--- src/pkg/dbfs_pkg.sv ---
// Constants, types and register map of the dual buck fault sequencer.
// Assumes a single 25 MHz clock and APB register access.
package dbfs_pkg;

	// ----------------------------------------------------------------
	// Timing
	// ----------------------------------------------------------------
	localparam int CLK_HZ          = 25_000_000;
	localparam int CLK_MHZ         = CLK_HZ / 1_000_000;
	localparam int PUMP_HZ         = 260_000;
	localparam int PUMP_HALF_CYC   = CLK_HZ / (2 * PUMP_HZ);
	localparam int DEAD_NS         = 80;
	localparam int DEAD_CYC        = (DEAD_NS * CLK_MHZ + 999) / 1000;
	localparam int OV_QUAL_NS      = 1000;
	localparam int OV_CYC          = (OV_QUAL_NS * CLK_MHZ + 999) / 1000;
	localparam int SS_MIN_US       = 2000;
	localparam int SS_CYC          = SS_MIN_US * CLK_MHZ;
	localparam int SS_STEPS        = 256;
	localparam int SS_STEP_CYC     = (SS_CYC + SS_STEPS - 1) / SS_STEPS;
	localparam int SS_MAX_ON_NS    = 1600;
	localparam int SS_MAX_ON_CYC   = SS_MAX_ON_NS * CLK_MHZ / 1000;
	localparam int BLANK_LONG_US   = 4500;
	localparam int BLANK_LONG_CYC  = BLANK_LONG_US * CLK_MHZ;
	localparam int BLANK_SHORT_US  = 1300;
	localparam int BLANK_SHORT_CYC = BLANK_SHORT_US * CLK_MHZ;
	localparam int CNT_W           = 20;

	// ----------------------------------------------------------------
	// Register map
	// ----------------------------------------------------------------
	localparam int          ADDR_W         = 12;
	localparam logic [11:0] CTRL_OFS       = 12'h000;
	localparam logic [11:0] STAT_OFS       = 12'h004;
	localparam int          CTRL_SHORT_BIT = 0;
	localparam logic        CTRL_SHORT_RST = 1'b0;
	localparam int          STAT_EN_LSB    = 0;
	localparam int          STAT_SS_LSB    = 2;
	localparam int          STAT_RUN_LSB   = 4;
	localparam int          STAT_OVF_LSB   = 6;
	localparam int          STAT_UVF_LSB   = 8;
	localparam int          STAT_HOT_BIT   = 10;
	localparam int          STAT_LOCK_BIT  = 11;
	localparam int          STAT_PG_BIT    = 12;
	localparam logic        PG_PULL_RST    = 1'b1;

	// ----------------------------------------------------------------
	// Types
	// ----------------------------------------------------------------
	typedef enum logic [2:0] {CH_OFF, CH_SS, CH_RUN, CH_OVF, CH_UVF} dbfs_mode_t;

	typedef struct packed {
		logic [1:0] en_on;
		logic [1:0] en_off;
		logic [1:0] ov;
		logic [1:0] uv;
		logic [1:0] pg_hi;
		logic [1:0] pg_lo;
		logic [1:0] out_hi;
		logic [1:0] pwm;
		logic       five_low;
		logic       three_low;
		logic       hot;
	} dbfs_in_t;

	typedef struct packed {
		dbfs_mode_t       mode;
		logic             en;
		logic [7:0]       ss_cnt;
		logic [7:0]       ss_ref;
		logic [CNT_W-1:0] blank;
		logic [4:0]       ov_cnt;
		logic [7:0]       on_cnt;
		logic [1:0]       dead;
		logic             hs;
		logic             ls;
		logic             dis;
	} dbfs_ch_t;

	typedef struct packed {
		dbfs_in_t        s1;
		dbfs_in_t        s2;
		dbfs_ch_t [1:0]  ch;
		logic            hot;
		logic [5:0]      pump_cnt;
		logic            pump;
		logic            pg_pull;
		logic            ctrl_short;
		logic            pready;
		logic            pslverr;
		logic [31:0]     prdata;
	} dbfs_state_t;

endpackage

--- src/hw/dbfs_top.sv ---
// Sequencer and protection logic of a two channel step-down controller.
// Assumes comparator results arrive as logic levels and APB from software.
//
// Overview of operation
// Pump clock near 260kHz runs only while first channel enable is on.
// Dead time separates high-side and low-side gate drive in both directions.
// Enabling a channel starts a reference ramp lasting at least 2ms.
// During ramp the high-side pulse width is limited.
// Both regulators low locks out switching; resumes without latch.
// Power-good pulled low during ramp, standby and shutdown.
// Power-good released only when both channels run above 88%.
// Power-good drops if a channel is off, under 80% or over 113%.
// Over-voltage fault holds the low-side drive continuously on.
// Over-voltage must persist 1us before the fault is declared.
// Over-voltage fault latches until enable toggles or power-on reset.
// Under-voltage fault forces both drives low and latches.
// Under-voltage ignored for a blanking time after channel start.
// Under-voltage latch clears only by enable toggle or reset.
// Under-voltage fault enters discharge, regulators stay on.
// Over-temperature turns everything off until power-on reset.
// Enable low or under-voltage latch closes the discharge switch.
// Discharge stays on while an output is high in standby.
// Both enables off means standby: switching off, regulators on.
// Enable uses hysteresis: off on low threshold, on on high threshold.
// Outside controller sequences the two enables independently.
// Inputs are synchronised; intervals are clock counters cleared by reset.
// Priority: thermal, then lockout, then latched faults, then ramp and run.
//
// Added by the designer: the placing of the registers and the APB slave port.
module dbfs_top #(
	parameter int BLANK_LONG_CYC  = dbfs_pkg::BLANK_LONG_CYC,
	parameter int BLANK_SHORT_CYC = dbfs_pkg::BLANK_SHORT_CYC
) (
	input  wire logic                        SYS_CLK_I,
	input  wire logic                        RST_I,
	input  wire logic                        CE_I,
	input  wire logic [1:0]                  EN_ON_I,
	input  wire logic [1:0]                  EN_OFF_I,
	input  wire logic [1:0]                  OV_TRIP_I,
	input  wire logic [1:0]                  UV_TRIP_I,
	input  wire logic [1:0]                  PG_HI_I,
	input  wire logic [1:0]                  PG_LO_I,
	input  wire logic [1:0]                  OUT_HI_I,
	input  wire logic [1:0]                  PWM_REQ_I,
	input  wire logic                        FIVE_LOW_I,
	input  wire logic                        THREE_LOW_I,
	input  wire logic                        HOT_I,
	input  wire logic                        PSEL_I,
	input  wire logic                        PENABLE_I,
	input  wire logic                        PWRITE_I,
	input  wire logic [dbfs_pkg::ADDR_W-1:0] PADDR_I,
	input  wire logic [31:0]                 PWDATA_I,
	output logic [31:0]                      PRDATA_O,
	output logic                             PREADY_O,
	output logic                             PSLVERR_O,
	output logic [1:0]                       HIGH_SIDE_GATE_O,
	output logic [1:0]                       LOW_SIDE_GATE_O,
	output logic [1:0]                       DISCH_O,
	output logic [15:0]                      SS_REF_O,
	output logic                             PUMP_CLOCK_O,
	output logic                             POWER_GOOD_O,
	output logic                             POWER_GOOD_OE_O,
	output logic                             SHUTDOWN_O
);

	// ----------------------------------------------------------------
	// State
	// ----------------------------------------------------------------
	dbfs_pkg::dbfs_state_t r;
	dbfs_pkg::dbfs_state_t n;
	dbfs_pkg::dbfs_in_t    raw;
	logic                  lock;
	logic                  standby;
	logic [dbfs_pkg::CNT_W-1:0] blank_lim;

	assign raw = '{en_on: EN_ON_I, en_off: EN_OFF_I, ov: OV_TRIP_I, uv: UV_TRIP_I,
		pg_hi: PG_HI_I, pg_lo: PG_LO_I, out_hi: OUT_HI_I, pwm: PWM_REQ_I,
		five_low: FIVE_LOW_I, three_low: THREE_LOW_I, hot: HOT_I};
	assign lock      = r.s2.five_low & r.s2.three_low;
	assign standby   = ~r.ch[0].en & ~r.ch[1].en;
	assign blank_lim = r.ctrl_short ? dbfs_pkg::CNT_W'(BLANK_SHORT_CYC - 1)
		: dbfs_pkg::CNT_W'(BLANK_LONG_CYC - 1);

	// ----------------------------------------------------------------
	// Next state
	// ----------------------------------------------------------------
	always_comb begin
		dbfs_pkg::dbfs_ch_t c;
		logic               wh;
		logic               wl;
		logic               lim;
		logic [31:0]        stat;
		c    = '0;
		wh   = 1'b0;
		wl   = 1'b0;
		lim  = 1'b0;
		stat = '0;
		n    = r;
		// Raw copy is read only by the second stage
		n.s1 = raw;
		n.s2 = r.s1;
		n.hot = r.hot | r.s2.hot;

		for (int i = 0; i < 2; i++) begin
			c = r.ch[i];
			if (c.en && r.s2.en_off[i]) begin
				c.en = 1'b0;
			end else if (!c.en && r.s2.en_on[i]) begin
				c.en = 1'b1;
			end
			unique case (c.mode)
				dbfs_pkg::CH_OFF: begin
					if (c.en && !lock) begin
						c.mode   = dbfs_pkg::CH_SS;
						c.ss_cnt = '0;
						c.ss_ref = '0;
						c.blank  = '0;
						c.ov_cnt = '0;
					end
				end
				dbfs_pkg::CH_SS, dbfs_pkg::CH_RUN: begin
					if (c.mode == dbfs_pkg::CH_SS) begin
						// One extra step after full scale keeps the ramp above 2ms
						if (c.ss_cnt == 8'(dbfs_pkg::SS_STEP_CYC - 1)) begin
							c.ss_cnt = '0;
							if (c.ss_ref == 8'hFF) begin
								c.mode = dbfs_pkg::CH_RUN;
							end else begin
								c.ss_ref = c.ss_ref + 8'h01;
							end
						end else begin
							c.ss_cnt = c.ss_cnt + 8'h01;
						end
					end
					if (c.blank != blank_lim) begin
						c.blank = c.blank + 1'b1;
					end
					if (r.s2.ov[i]) begin
						if (c.ov_cnt == 5'(dbfs_pkg::OV_CYC - 1)) begin
							c.mode = dbfs_pkg::CH_OVF;
						end else begin
							c.ov_cnt = c.ov_cnt + 5'h01;
						end
					end else begin
						c.ov_cnt = '0;
					end
					if (c.mode != dbfs_pkg::CH_OVF && r.s2.uv[i] && c.blank == blank_lim) begin
						c.mode = dbfs_pkg::CH_UVF;
					end
					// Lockout outranks faults found in the same cycle
					if (!c.en || lock) begin // see
						c.mode = dbfs_pkg::CH_OFF;
					end
				end
				dbfs_pkg::CH_OVF, dbfs_pkg::CH_UVF: begin
					if (!c.en) begin // see
						c.mode = dbfs_pkg::CH_OFF;
					end
				end
			endcase
			if (r.hot) begin // see
				c.mode = dbfs_pkg::CH_OFF;
			end

			// Gate targets; thermal and lockout win over everything
			if (c.hs) begin
				c.on_cnt = (c.on_cnt == 8'hFF) ? c.on_cnt : c.on_cnt + 8'h01;
			end
			if (!r.s2.pwm[i]) begin
				c.on_cnt = '0;
			end
			lim = (c.mode == dbfs_pkg::CH_SS) &&
				(c.on_cnt >= 8'(dbfs_pkg::SS_MAX_ON_CYC));
			if (!r.hot && !lock) begin
				if (c.mode == dbfs_pkg::CH_OVF) begin
					wl = 1'b1;
				end else if (c.mode == dbfs_pkg::CH_SS || c.mode == dbfs_pkg::CH_RUN) begin
					wh = r.s2.pwm[i] && !lim;
					wl = !wh;
				end
			end

			// A drive is dropped at once; the other waits out the dead time
			if (c.hs && !wh) begin
				c.hs   = 1'b0;
				c.dead = 2'(dbfs_pkg::DEAD_CYC);
			end else if (c.ls && !wl) begin
				c.ls   = 1'b0;
				c.dead = 2'(dbfs_pkg::DEAD_CYC);
			end else if (c.dead != 2'h0) begin
				c.dead = c.dead - 2'h1;
			end else if (wh && !c.ls) begin
				c.hs = 1'b1;
			end else if (wl && !c.hs) begin
				c.ls = 1'b1;
			end

			c.dis = !r.hot && (!c.en || c.mode == dbfs_pkg::CH_UVF || // see
				(standby && |r.s2.out_hi));
			n.ch[i] = c;
		end

		// Pump clock follows the first channel only
		if (r.ch[0].en && !r.hot) begin
			if (r.pump_cnt == 6'(dbfs_pkg::PUMP_HALF_CYC - 1)) begin
				n.pump_cnt = '0;
				n.pump     = ~r.pump;
			end else begin
				n.pump_cnt = r.pump_cnt + 6'h01;
			end
		end else begin
			n.pump_cnt = '0;
			n.pump     = 1'b0;
		end

		if (r.ch[0].mode == dbfs_pkg::CH_RUN && r.ch[1].mode == dbfs_pkg::CH_RUN &&
			!(|r.s2.pg_lo) && !(|r.s2.ov)) begin
			if (&r.s2.pg_hi) begin
				n.pg_pull = 1'b0;
			end
		end else begin
			n.pg_pull = 1'b1;
		end

		// Register bus: answer in the second access cycle, write on that edge
		stat[dbfs_pkg::STAT_EN_LSB +: 2] = {r.ch[1].en, r.ch[0].en};
		for (int i = 0; i < 2; i++) begin
			stat[dbfs_pkg::STAT_SS_LSB + i]  = r.ch[i].mode == dbfs_pkg::CH_SS;
			stat[dbfs_pkg::STAT_RUN_LSB + i] = r.ch[i].mode == dbfs_pkg::CH_RUN;
			stat[dbfs_pkg::STAT_OVF_LSB + i] = r.ch[i].mode == dbfs_pkg::CH_OVF;
			stat[dbfs_pkg::STAT_UVF_LSB + i] = r.ch[i].mode == dbfs_pkg::CH_UVF;
		end
		stat[dbfs_pkg::STAT_HOT_BIT]  = r.hot;
		stat[dbfs_pkg::STAT_LOCK_BIT] = lock;
		stat[dbfs_pkg::STAT_PG_BIT]   = ~r.pg_pull;
		n.pready  = 1'b0;
		n.pslverr = 1'b0;
		n.prdata  = '0;
		if (PSEL_I && PENABLE_I && !r.pready) begin
			n.pready = 1'b1;
			if (PADDR_I == dbfs_pkg::CTRL_OFS) begin
				n.prdata[dbfs_pkg::CTRL_SHORT_BIT] = r.ctrl_short;
			end else if (PADDR_I == dbfs_pkg::STAT_OFS) begin
				n.prdata = stat;
			end else begin
				n.pslverr = 1'b1;
			end
		end
		if (PSEL_I && PENABLE_I && r.pready && PWRITE_I && PADDR_I == dbfs_pkg::CTRL_OFS) begin
			n.ctrl_short = PWDATA_I[dbfs_pkg::CTRL_SHORT_BIT];
		end
	end

	always_ff @(posedge SYS_CLK_I) begin
		if (RST_I) begin
			r            <= '0;
			r.pg_pull    <= dbfs_pkg::PG_PULL_RST;
			r.ctrl_short <= dbfs_pkg::CTRL_SHORT_RST;
		end else if (CE_I) begin
			r <= n;
		end
	end

	// ----------------------------------------------------------------
	// Outputs
	// ----------------------------------------------------------------
	assign PRDATA_O         = r.prdata;
	assign PREADY_O         = r.pready;
	assign PSLVERR_O        = r.pslverr;
	assign HIGH_SIDE_GATE_O = {r.ch[1].hs, r.ch[0].hs};
	assign LOW_SIDE_GATE_O  = {r.ch[1].ls, r.ch[0].ls};
	assign DISCH_O          = {r.ch[1].dis, r.ch[0].dis};
	assign SS_REF_O         = {r.ch[1].ss_ref, r.ch[0].ss_ref};
	assign PUMP_CLOCK_O     = r.pump;
	// Open drain: only ever pulls low
	assign POWER_GOOD_O     = 1'b0;
	assign POWER_GOOD_OE_O  = r.pg_pull;
	assign SHUTDOWN_O       = r.hot;

	for (genvar g = 0; g < 2; g++) begin : g_chk
		logic [dbfs_pkg::CNT_W-1:0] ss_len;
		logic [dbfs_pkg::CNT_W-1:0] ov_run;

		always_ff @(posedge SYS_CLK_I) begin
			if (RST_I) begin
				ss_len <= '0;
				ov_run <= '0;
			end else if (CE_I) begin
				if (r.ch[g].mode == dbfs_pkg::CH_SS) begin
					ss_len <= ss_len + 1'b1;
				end else if (r.ch[g].mode != dbfs_pkg::CH_RUN) begin
					ss_len <= '0;
				end
				ov_run <= r.s2.ov[g] ? ov_run + 1'b1 : '0;
			end
		end

	end
endmodule

--- config.mk ---
export PLATFORM = sky130hd
export DESIGN_NAME = dbfs_top
export DESIGN_NICKNAME = d
export VERILOG_FILES = /design/src/pkg/dbfs_pkg.sv /design/src/hw/dbfs_top.sv
export SDC_FILE = /design/constraint.sdc
export NUM_CORES = 1
export LEC_CHECK = 0
export BUFFER_PORTS_ARGS = -buffer_cell sky130_fd_sc_hd__buf_4
export CAP_MARGIN = 10
export CORE_ASPECT_RATIO = 1.1
export CORE_MARGIN = 3
export CORE_UTILIZATION = 50
export CTS_CLUSTER_SIZE = 14
export DETAILED_ROUTE_END_ITERATION = 8
export PLACE_DENSITY = 0.78
export SETUP_SLACK_MARGIN = 0.2
export SLEW_MARGIN = 20
export SYNTH_ARGS = -nofsm -noshare
export SYNTH_HDL_FRONTEND = slang
export SYNTH_SLANG_ARGS = --single-unit
--- constraint.sdc ---
create_clock -name SYS_CLK_I -period 3.3 [get_ports SYS_CLK_I]
set_input_delay 0.33 -clock SYS_CLK_I [delete_from_list [all_inputs] [get_ports SYS_CLK_I]]
set_output_delay 0.33 -clock SYS_CLK_I [all_outputs]
set_load 0.01 [all_outputs]
==> results.tsv, run 1 <==
metric	value	unit
global_route.usage.total	23.4	%
grt_overflow_total	0	
synth_cells	1300	
coreArea	19900	um2
fin_nets	1447	
final_antenna_net_count	0	
worstPathMaxFanout	6	
detailedRoute.firstIterationViolations	990	
async_flop_share	0	%
syn_to_final_growth	17.6	%
required	3.68	ns
powerDensity	415	nW/um2
io-pin-count	129	
cpPeakStageDelay	0.37	ns
dr.pass1.iters	5	
rsz0062_at_grt	yes	
grt_max_degree	57	
mostFrequentLayoutCells	209 x nor2_1, 166 x dfxtp_1, 152 x buf_4	
vias	9794	
status	finished, final reports clean	
dominantRegCellSynth	dfxtp_1	
grt_pass1_vias	8912	
final-max-slew-violation-count	0	
final_common_cell	nor2_1	
max_slew_margin	30.9	%
rows	54	
cp.arrival	3.65	ns
maxCapViolCount	0	
synth.avg_cell_area	7.84	um2
synth-seq-area-share	35.2	%
worstSetupPathType	flip-flop to flip-flop	
diodes	0	
post-route-period-util	99.0	%
drt_wl_total	26900	um
htree_num_levels	4	
path_cells	buf_4, nand4_1, nor4_4, buf_4, nand4_1, xor2_1, and3b_1, and4_2, nor4_4, a21boi_4, o21ai_2, nor4_1, o21a_1	
io_buffers	77	
dpl_worst_slack	0.0322	ns
cts_sinks	179	
via_per_inst	6.02	
worst_slew_pin_slew	1.04	ns
cts_tree	built	
numCtsBuffers	17	
cts_hold_buf	0	
layoutNonFillerInstCount	1628	
synth_edf_count	0	
critical_path_buf_inv_count	2	
setup_viol	0	
die_h	156	um
wire_per_inst	16.5	um
die_x	142	um
antenna_found_initial	0	
die_area	22100	um2
netlist_area	10200	um2
place.gp.congestion	0.918	
clock_latency	0.43	ns
ir_worst_vdd	0.434	mV
critPathLaunchType	flip-flop	
drc	0	
grt_pass1_wl	43000	um
max_freq	306	MHz
crit_family	simple AND/OR/NAND/NOR gates	
cts_root_buf	clkbuf_16	
clkTransAtPathRegs	0.07	ns
initial_core_util	51.1	%
endpoint_kind	flip-flop	
cp_slowest_cell	dfxtp_4	
hp-class	primary input to flip-flop	
drive_above_1_share	18.8	%
p_leak	4.64	nW
hold_viol	0	
dpl.hpwl	17800	um
fin_ws	0.0317	ns
yosysWarningCount	0	
fill_cells	1673	
clockBufferDepth	2	
yosysUniqueCellTypes	81	
ys_ff_latch	179	
placed_cells	1584	
period_needed	3.27	ns
finClkSkew	0.00802	ns
sequential cells by signal, summed over array words and instances, names as in the netlist:
signal,cells
r,120
PSLVERR_O,1
PUMP_CLOCK_O,1
SS_REF_O,16
DISCH_O,2
PREADY_O,1
n,19
SHUTDOWN_O,1
HIGH_SIDE_GATE_O,2
PRDATA_O,13
LOW_SIDE_GATE_O,2
POWER_GOOD_OE_O,1
path summary, 6_finish.rpt:
path / from / to / slack (ns) / cells past startpoint
hold / removal: EN_ON_I[0] / n[177] / 0.13 / 3
setup reg to reg: r[66] / LOW_SIDE_GATE_O[1] / 0.03 / 13
setup / recovery: r[66] / LOW_SIDE_GATE_O[1] / 0.03 / 13
hold reg to reg: PRDATA_O[3] / PRDATA_O[3] / 0.47 / 2
power breakdown:
part	switching, mW	internal, mW	total (mW)
clock	0.886	1.19	2.07
combinational	0.380	0.248	0.629
sequential	0.0552	2.21	2.27
Yosys cell counts (3+ instances only):
library cell	number	area (um2)
nor3b_1	6	45.0
o21a_1	5	37.5
o21ai_1	5	25.0
o21bai_1	3	22.5
xnor2_1	21	184
a21o_1	3	22.5
a22oi_1	22	165
and3_1	16	100
mux2i_1	51	510
and4_1	8	70.1
clkbuf_1	61	229
and2_1	12	75.1
nand3b_1	11	82.6
a21oi_1	71	355
nor2_1	210	788
dfxtp_1	179	3580
nor3_1	34	170
a211oi_1	16	120
buf_2	7	35.0
nand4_1	38	238
nand3_1	43	215
nor2b_1	10	62.6
a31oi_1	14	87.6
o21ai_0	58	290
inv_1	28	105
or4b_2	3	30.0
a221oi_1	3	26.3
xor2_1	43	377
nor4_1	27	169
or2_2	5	31.3
ha_1	15	188
nand4b_1	3	26.3
o211a_1	3	30.0
or4_1	3	22.5
nand2b_1	17	106
buf_1	6	22.5
a311oi_1	9	78.8
or3_1	18	113
nand2_1	96	360
o31ai_1	6	45.0
o211ai_1	5	37.5
buf_4	55	413
per-layer routing:
layer,up-vias,wire length [um],global-route usage [%]
met5,-,0,0
met4,0,959,9.41
met3,79,1730,3.80
met2,417,12600,37.8
met1,4596,11600,31.1
li1,4702,-,-
stage by stage:
step / power (mW) / setup TNS [ns] / cell area (um2) / hold slack, ns / utilization (%)
floorplan: 2.73 / 0 / 10300 / 0.441 / -
global placement: 2.88 / 0 / 11000 / 0.452 / 55.2
detailed placement: 2.89 / 0 / 11000 / 0.458 / 55.2
CTS: 4.96 / 0 / 11700 / 0.122 / 58.8
global route: 5.17 / -0.317 / 12000 / 0.136 / 60.1
finish: 4.97 / 0 / 12000 / 0.134 / 60.1
layout make-up:
type                    count  area, um2  share of cell area (%)
clock buffers              22        474                    3.96
clock inverters            10        120                    1.00
inverters                  28        105                   0.877
multi-input cells         981       6170                    51.5
flip-flops and latches    179       3600                    30.1
well taps                 252        315                    2.63
repair buffers            156       1190                    9.90
cells by family after synthesis:
| group | count (synthesis) | share of synthesized area (%) |
|---|---|---|
| adder cells (fa/ha/maj) | 16 | 1.94 |
| AO/OA/AOI/OAI | 256 | 16.3 |
| other | 1 | 0.0368 |
| XOR/XNOR | 64 | 5.50 |
| buffers and inverters | 159 | 7.99 |
| flip-flops | 179 | 35.2 |
| AND/OR/NAND/NOR | 573 | 27.9 |
| multiplexers | 52 | 5.12 |
worst register-to-register path: stages (launching register included):
cell      delay [ns]
dfxtp_4         0.37
buf_4           0.15
nand4_1         0.23
nor4_4          0.37
buf_4           0.18
nand4_1         0.18
xor2_1          0.22
and3b_1         0.20
and4_2          0.26
nor4_4          0.18
a21boi_4        0.28
o21ai_2         0.11
nor4_1          0.34
o21a_1          0.17
what timing repair did:
item / 4_1_cts / 5_1_grt
pin swaps: 9 / 14
setup buffers: 6 / 6
setup endpoints to repair: 7 / 10
resized for setup: 16 / 45
No activity file was read; power rests on OpenSTA's default activity.
==> run 2: changes to the inputs <==
- REMOVE_ABC_BUFFERS: default -> 1
==> results.tsv, run 2 (synthesis results as in run 1) <==
metric	value	unit	change
place.gp.congestion	0.915		-0.33%
mostFrequentLayoutCells	210 x nor2_1, 164 x buf_4, 160 x dfxtp_1		
period_needed	3.31	ns	+0.0384 ns
fill_cells	1703		+1.8%
clock_latency	0.45	ns	+0.02 ns
fin_nets	1459		+0.83%
htree_num_levels	4		unchanged
die_x	142	um	unchanged
cts_root_buf	clkbuf_16		
required	3.63	ns	-0.05 ns
power_frac_clock	41.3	%	-0.4 points
worstPathMaxFanout	8		+2
syn_to_final_growth	19.0	%	
grt_pass1_vias	9158		+2.8%
worstSetupPathType	flip-flop to flip-flop		
p_leak	4.68	nW	+0.81%
seqPwrFrac	45.7	%	about the same
die_area	22100	um2	unchanged
endpoint_kind	flip-flop		
p_total	4.95	mW	-0.35%
hold_start	UV_TRIP_I[1]		
p_comb_share	13.0	%	+0.3 points
global_route.usage.total	24.0	%	+0.69 points
fin_ws	-0.00671	ns	-0.0384 ns
grt_max_degree	135		+140%
r2r-start	r[71]		
clkTransAtPathRegs	0.08	ns	about the same
rsz0062_at_grt	yes		
critPathLaunch	r[71]		
powerDensity	409	nW/um2	-1.5%
coreArea	19900	um2	unchanged
max_slew_margin	58.1	%	+27 points
cts_hold_buf	0		unchanged
final_antenna_net_count	0		unchanged
status	finished with violations		
rows	54		unchanged
largest_reg_flops	120		unchanged
setup_viol	1		+1
hold_viol	0		unchanged
numCtsBuffers	17		unchanged
grt_overflow_total	0		unchanged
final_common_cell	nor2_1		
p_int	3.55	mW	-2.8%
hp-class	primary input to flip-flop		
swShare	28.4	%	+1.8 points
clockBufferDepth	2		unchanged
cts_tree	built		
cp.arrival	3.64	ns	about the same
initial_core_util	51.1	%	unchanged
critPathLaunchType	flip-flop		
violations	negative setup slack		
io-pin-count	129		unchanged
grt_pass1_wl	44300	um	+3.1%
dpl_worst_slack	-0.0732	ns	-0.105 ns
io_buffers	77		unchanged
detailedRoute.firstIterationViolations	1086		+9.7%
dpl.hpwl	18200	um	+1.9%
drive_above_1_share	20.5	%	+1.8 points
worst_slew_pin_slew	0.629	ns	-0.406 ns
antenna_found_initial	0		unchanged
diodes	0		unchanged
switching_power	1.41	mW	+6.5%
maxCapViolCount	0		unchanged
finClkSkew	0.0123	ns	+0.00423 ns
wire_per_inst	16.9	um	+2.5%
post-route-period-util	100	%	+1.2 points
max_freq	302	MHz	-1.2%
ir_worst_vdd	0.378	mV	-13%
fin_util	60.8	%	+0.73 points
final-max-slew-violation-count	0		unchanged
regMostFlops	r		
via_per_inst	5.99		-0.48%
cts_sinks	179		unchanged
dr.pass1.iters	7		+2
vias	9819		+0.26%
die_h	156	um	unchanged
drt_wl_total	27700	um	+3.2%
drc	0		unchanged
run 2: cell count changes in the layout (fill, tap and decap cells not counted), moves of 3 or more:
cell | before | now
buf_4 | 152 | 164
dfxtp_4 | 2 | 7
dfxtp_1 | 166 | 160
clkbuf_8 | 3 | 0
run 2: worst paths after layout:
| path | to | slack, ns | cells past startpoint |
|---|---|---|---|
| worst min-delay path | n[172] | 0.12 | 3 |
| worst max register to register | r[47] | -0.007 | 15 |
| worst min register to register | PRDATA_O[12] | 0.48 | 2 |
| worst max-delay path | r[47] | -0.007 | 15 |
run 2: final cells by class:
type / count / area, um2 / area share, %
Clock inverter: 15 / 166 / 1.37
Tap cell: 252 / 315 / 2.60
Sequential cell: 179 / 3620 / 29.9
Clock buffer: 17 / 425 / 3.51
Multi-Input combinational cell: 981 / 6200 / 51.2
Timing Repair Buffer: 168 / 1280 / 10.6
Inverter: 28 / 105 / 0.867
run 2: power by group through the flow:
stage | logic, mW | registers (mW) | clock network, mW
after floorplan | 0.331 | 2.32 | 0
after global placement | 0.572 | 2.31 | 0
after detailed placement | 0.585 | 2.31 | 0
after CTS | 0.600 | 2.26 | 2.08
after global routing | 0.709 | 2.27 | 2.17
final | 0.645 | 2.26 | 2.04
run 2: timing repair:
item / in CTS / in global routing
buffers inserted: 9 / 7
gates resized for setup: 52 / 39
pin swaps: 29 / 14
endpoints found under the setup margin: 9 / 10
run 2: critical path: stages (launching register included):
cell	delay (ns)
dfxtp_1	0.36
buf_4	0.19
nand2_1	0.08
nor4_2	0.30
buf_4	0.18
o211ai_1	0.20
mux2i_2	0.29
buf_4	0.19
nor4_4	0.27
nand4_1	0.18
a31oi_2	0.30
a21boi_4	0.10
buf_6	0.13
nor2b_4	0.10
a21oi_2	0.05
o2111a_1	0.26
run 2: layer usage:
metal / global-route usage, % / wire [um] / vias to the layer above
met5: 0 / 0 / -
met4: 9.55 / 938 / 0
met3: 4.60 / 1730 / 87
met2: 41.5 / 13500 / 394
met1: 29.5 / 11600 / 4637
li1: - / - / 4701
run 2: stage by stage:
stage	instance area, um2	TNS [ns]	cells	hold WS [ns]
after floorplan	9550	0	1188	0.399
after global placement	11000	-0.0308	1592	0.457
after detailed placement	11000	-0.143	1592	0.459
after CTS	11900	0	1633	0.115
after global routing	12100	-0.436	1640	0.126
final	12100	-0.00671	1640	0.119
==> run 3: changes to the inputs <==
- SKIP_CTS_REPAIR_TIMING: default -> 1
==> results.tsv, run 3 (synthesis results as in run 1) <==
metric	value	unit	change
drive_above_1_share	18.9	%	-1.6 points
rows	54		unchanged
p_leak	4.63	nW	-1.1%
grt_max_degree	135		unchanged
max_slew_margin	55.0	%	-3.1 points
fin_ws	-0.0565	ns	-0.0497 ns
wire_per_inst	16.5	um	-2.4%
min_path_cells	3		unchanged
cp.arrival	3.66	ns	+0.02 ns
power_frac_clock	41.5	%	+0.2 points
die_x	142	um	unchanged
p_total	4.93	mW	-0.37%
final_common_cell	nor2_1		
powerDensity	413	nW/um2	+1.2%
grt_pass1_vias	8926		-2.5%
global_route.usage.total	23.3	%	-0.77 points
grt_pass1_wl	42900	um	-3.2%
htree_num_levels	4		unchanged
worstPathMaxFanout	4		-4
endpoint_kind	flip-flop		
diodes	0		unchanged
seqPwrFrac	45.9	%	+0.2 points
maxCapViolCount	0		unchanged
numCtsBuffers	17		unchanged
max_freq	298	MHz	-1.5%
r2r_end	r[105]		
setup_tns	-0.0886	ns	-0.0819 ns
via_per_inst	5.94		-0.78%
worstRegToRegCells	15		unchanged
initial_core_util	51.1	%	unchanged
syn_to_final_growth	17.2	%	
fin_nets	1455		-0.27%
clockBufferDepth	2		unchanged
violations	negative setup slack		
p_int	3.54	mW	-0.14%
largest_reg_flops	120		unchanged
critPathLaunchType	flip-flop		
io_buffers	77		unchanged
setup_viol	2		+1
switching_power	1.39	mW	-0.96%
drt_wl_total	27000	um	-2.7%
coreArea	19900	um2	unchanged
swShare	28.2	%	-0.17 points
status	finished with violations		
worst_slew_pin_slew	0.668	ns	+0.0396 ns
die_area	22100	um2	unchanged
cts_tree	built		
detailedRoute.firstIterationViolations	988		-9.0%
r2r-start	r[63]		
hold_start	UV_TRIP_I[1]		
final-max-slew-violation-count	0		unchanged
required	3.60	ns	-0.03 ns
worstSetupPathType	flip-flop to flip-flop		
hold_viol	0		unchanged
drc	0		unchanged
ir_worst_vdd	0.380	mV	+0.50%
io-pin-count	129		unchanged
holdPathEnd	n[172]		
cts_sinks	179		unchanged
clkTransAtPathRegs	0.08	ns	about the same
p_comb_share	12.6	%	-0.4 points
regMostFlops	r		
dpl.hpwl	18200	um	unchanged
finClkSkew	0.0101	ns	-0.00212 ns
clock_latency	0.44	ns	about the same
mostFrequentLayoutCells	210 x nor2_1, 165 x dfxtp_1, 161 x buf_4		
hp-class	primary input to flip-flop		
antenna_found_initial	0		unchanged
rsz0062_at_grt	yes		
die_h	156	um	unchanged
post-route-period-util	102	%	+1.5 points
grt_overflow_total	0		unchanged
rrSetupSlack	-0.06	ns	-0.05 ns
dr.pass1.iters	6		-1
place.gp.congestion	0.915		unchanged
final_antenna_net_count	0		unchanged
period_needed	3.36	ns	+0.0497 ns
vias	9719		-1.0%
fill_cells	1730		+1.6%
cts_root_buf	clkbuf_16		
==> run 3: cell types whose count changed in the layout (fill, tap and decap cells not counted), sizes merged <==
cell | before | now
buf | 168 | 164
==> run 3: layer usage <==
layer	global-route usage, %	part of all wire (%)
met5	0	0
met4	7.54	2.3
met3	4.72	5.6
met2	40.0	50
met1	29.2	43
==> run 3: worst max-delay path by stage <==
stage	start	end	cells past startpoint
after global routing	r[68]	r[105]	14
after detailed placement	r[62]	r[105]	13
after global placement	r[62]	LOW_SIDE_GATE_O[1]	13
after floorplan	r[62]	r[105]	12
final	r[63]	r[105]	15
after CTS	r[62]	r[105]	13
==> run 3: layout make-up <==
| cell class | count | area (um2) | share of cell area, % |
|---|---|---|---|
| Multi-Input combinational cell | 981 | 6070 | 50.9 |
| Sequential cell | 179 | 3600 | 30.2 |
| Timing Repair Buffer | 164 | 1250 | 10.5 |
| Clock buffer | 17 | 425 | 3.56 |
| Tap cell | 252 | 315 | 2.64 |
| Clock inverter | 15 | 166 | 1.39 |
| Inverter | 28 | 105 | 0.880 |
==> run 3: through the flow <==
step	utilization, %	instances	hold WS, ns	cell area [um2]	setup slack (ns)
floorplan	-	1188	0.399	9550	0.0000673
global placement	55.3	1592	0.457	11000	-0.0224
detailed placement	55.3	1592	0.459	11000	-0.0732
CTS	58.3	1624	0.115	11600	-0.0790
global route	59.9	1636	0.123	11900	-0.218
finish	59.9	1636	0.121	11900	-0.0565
==> run 3: power by group through the flow <==
stage	registers, mW	logic (mW)	clock network [mW]
floorplan	2.32	0.331	0
global placement	2.31	0.572	0
detailed placement	2.31	0.585	0
CTS	2.26	0.588	2.08
global route	2.27	0.687	2.17
finish	2.27	0.624	2.05
==> run 3: worst max-delay path, stage by stage (launching register included) <==
cell	delay, ns
dfxtp_2	0.35
ha_2	0.19
nand4_1	0.15
buf_4	0.20
nor4_4	0.19
buf_4	0.17
xnor2_1	0.09
or4_1	0.55
nor4_1	0.24
and4_2	0.32
nor4_4	0.05
buf_4	0.16
nand3_2	0.10
o211ai_2	0.12
a211oi_1	0.27
nor4_1	0.07
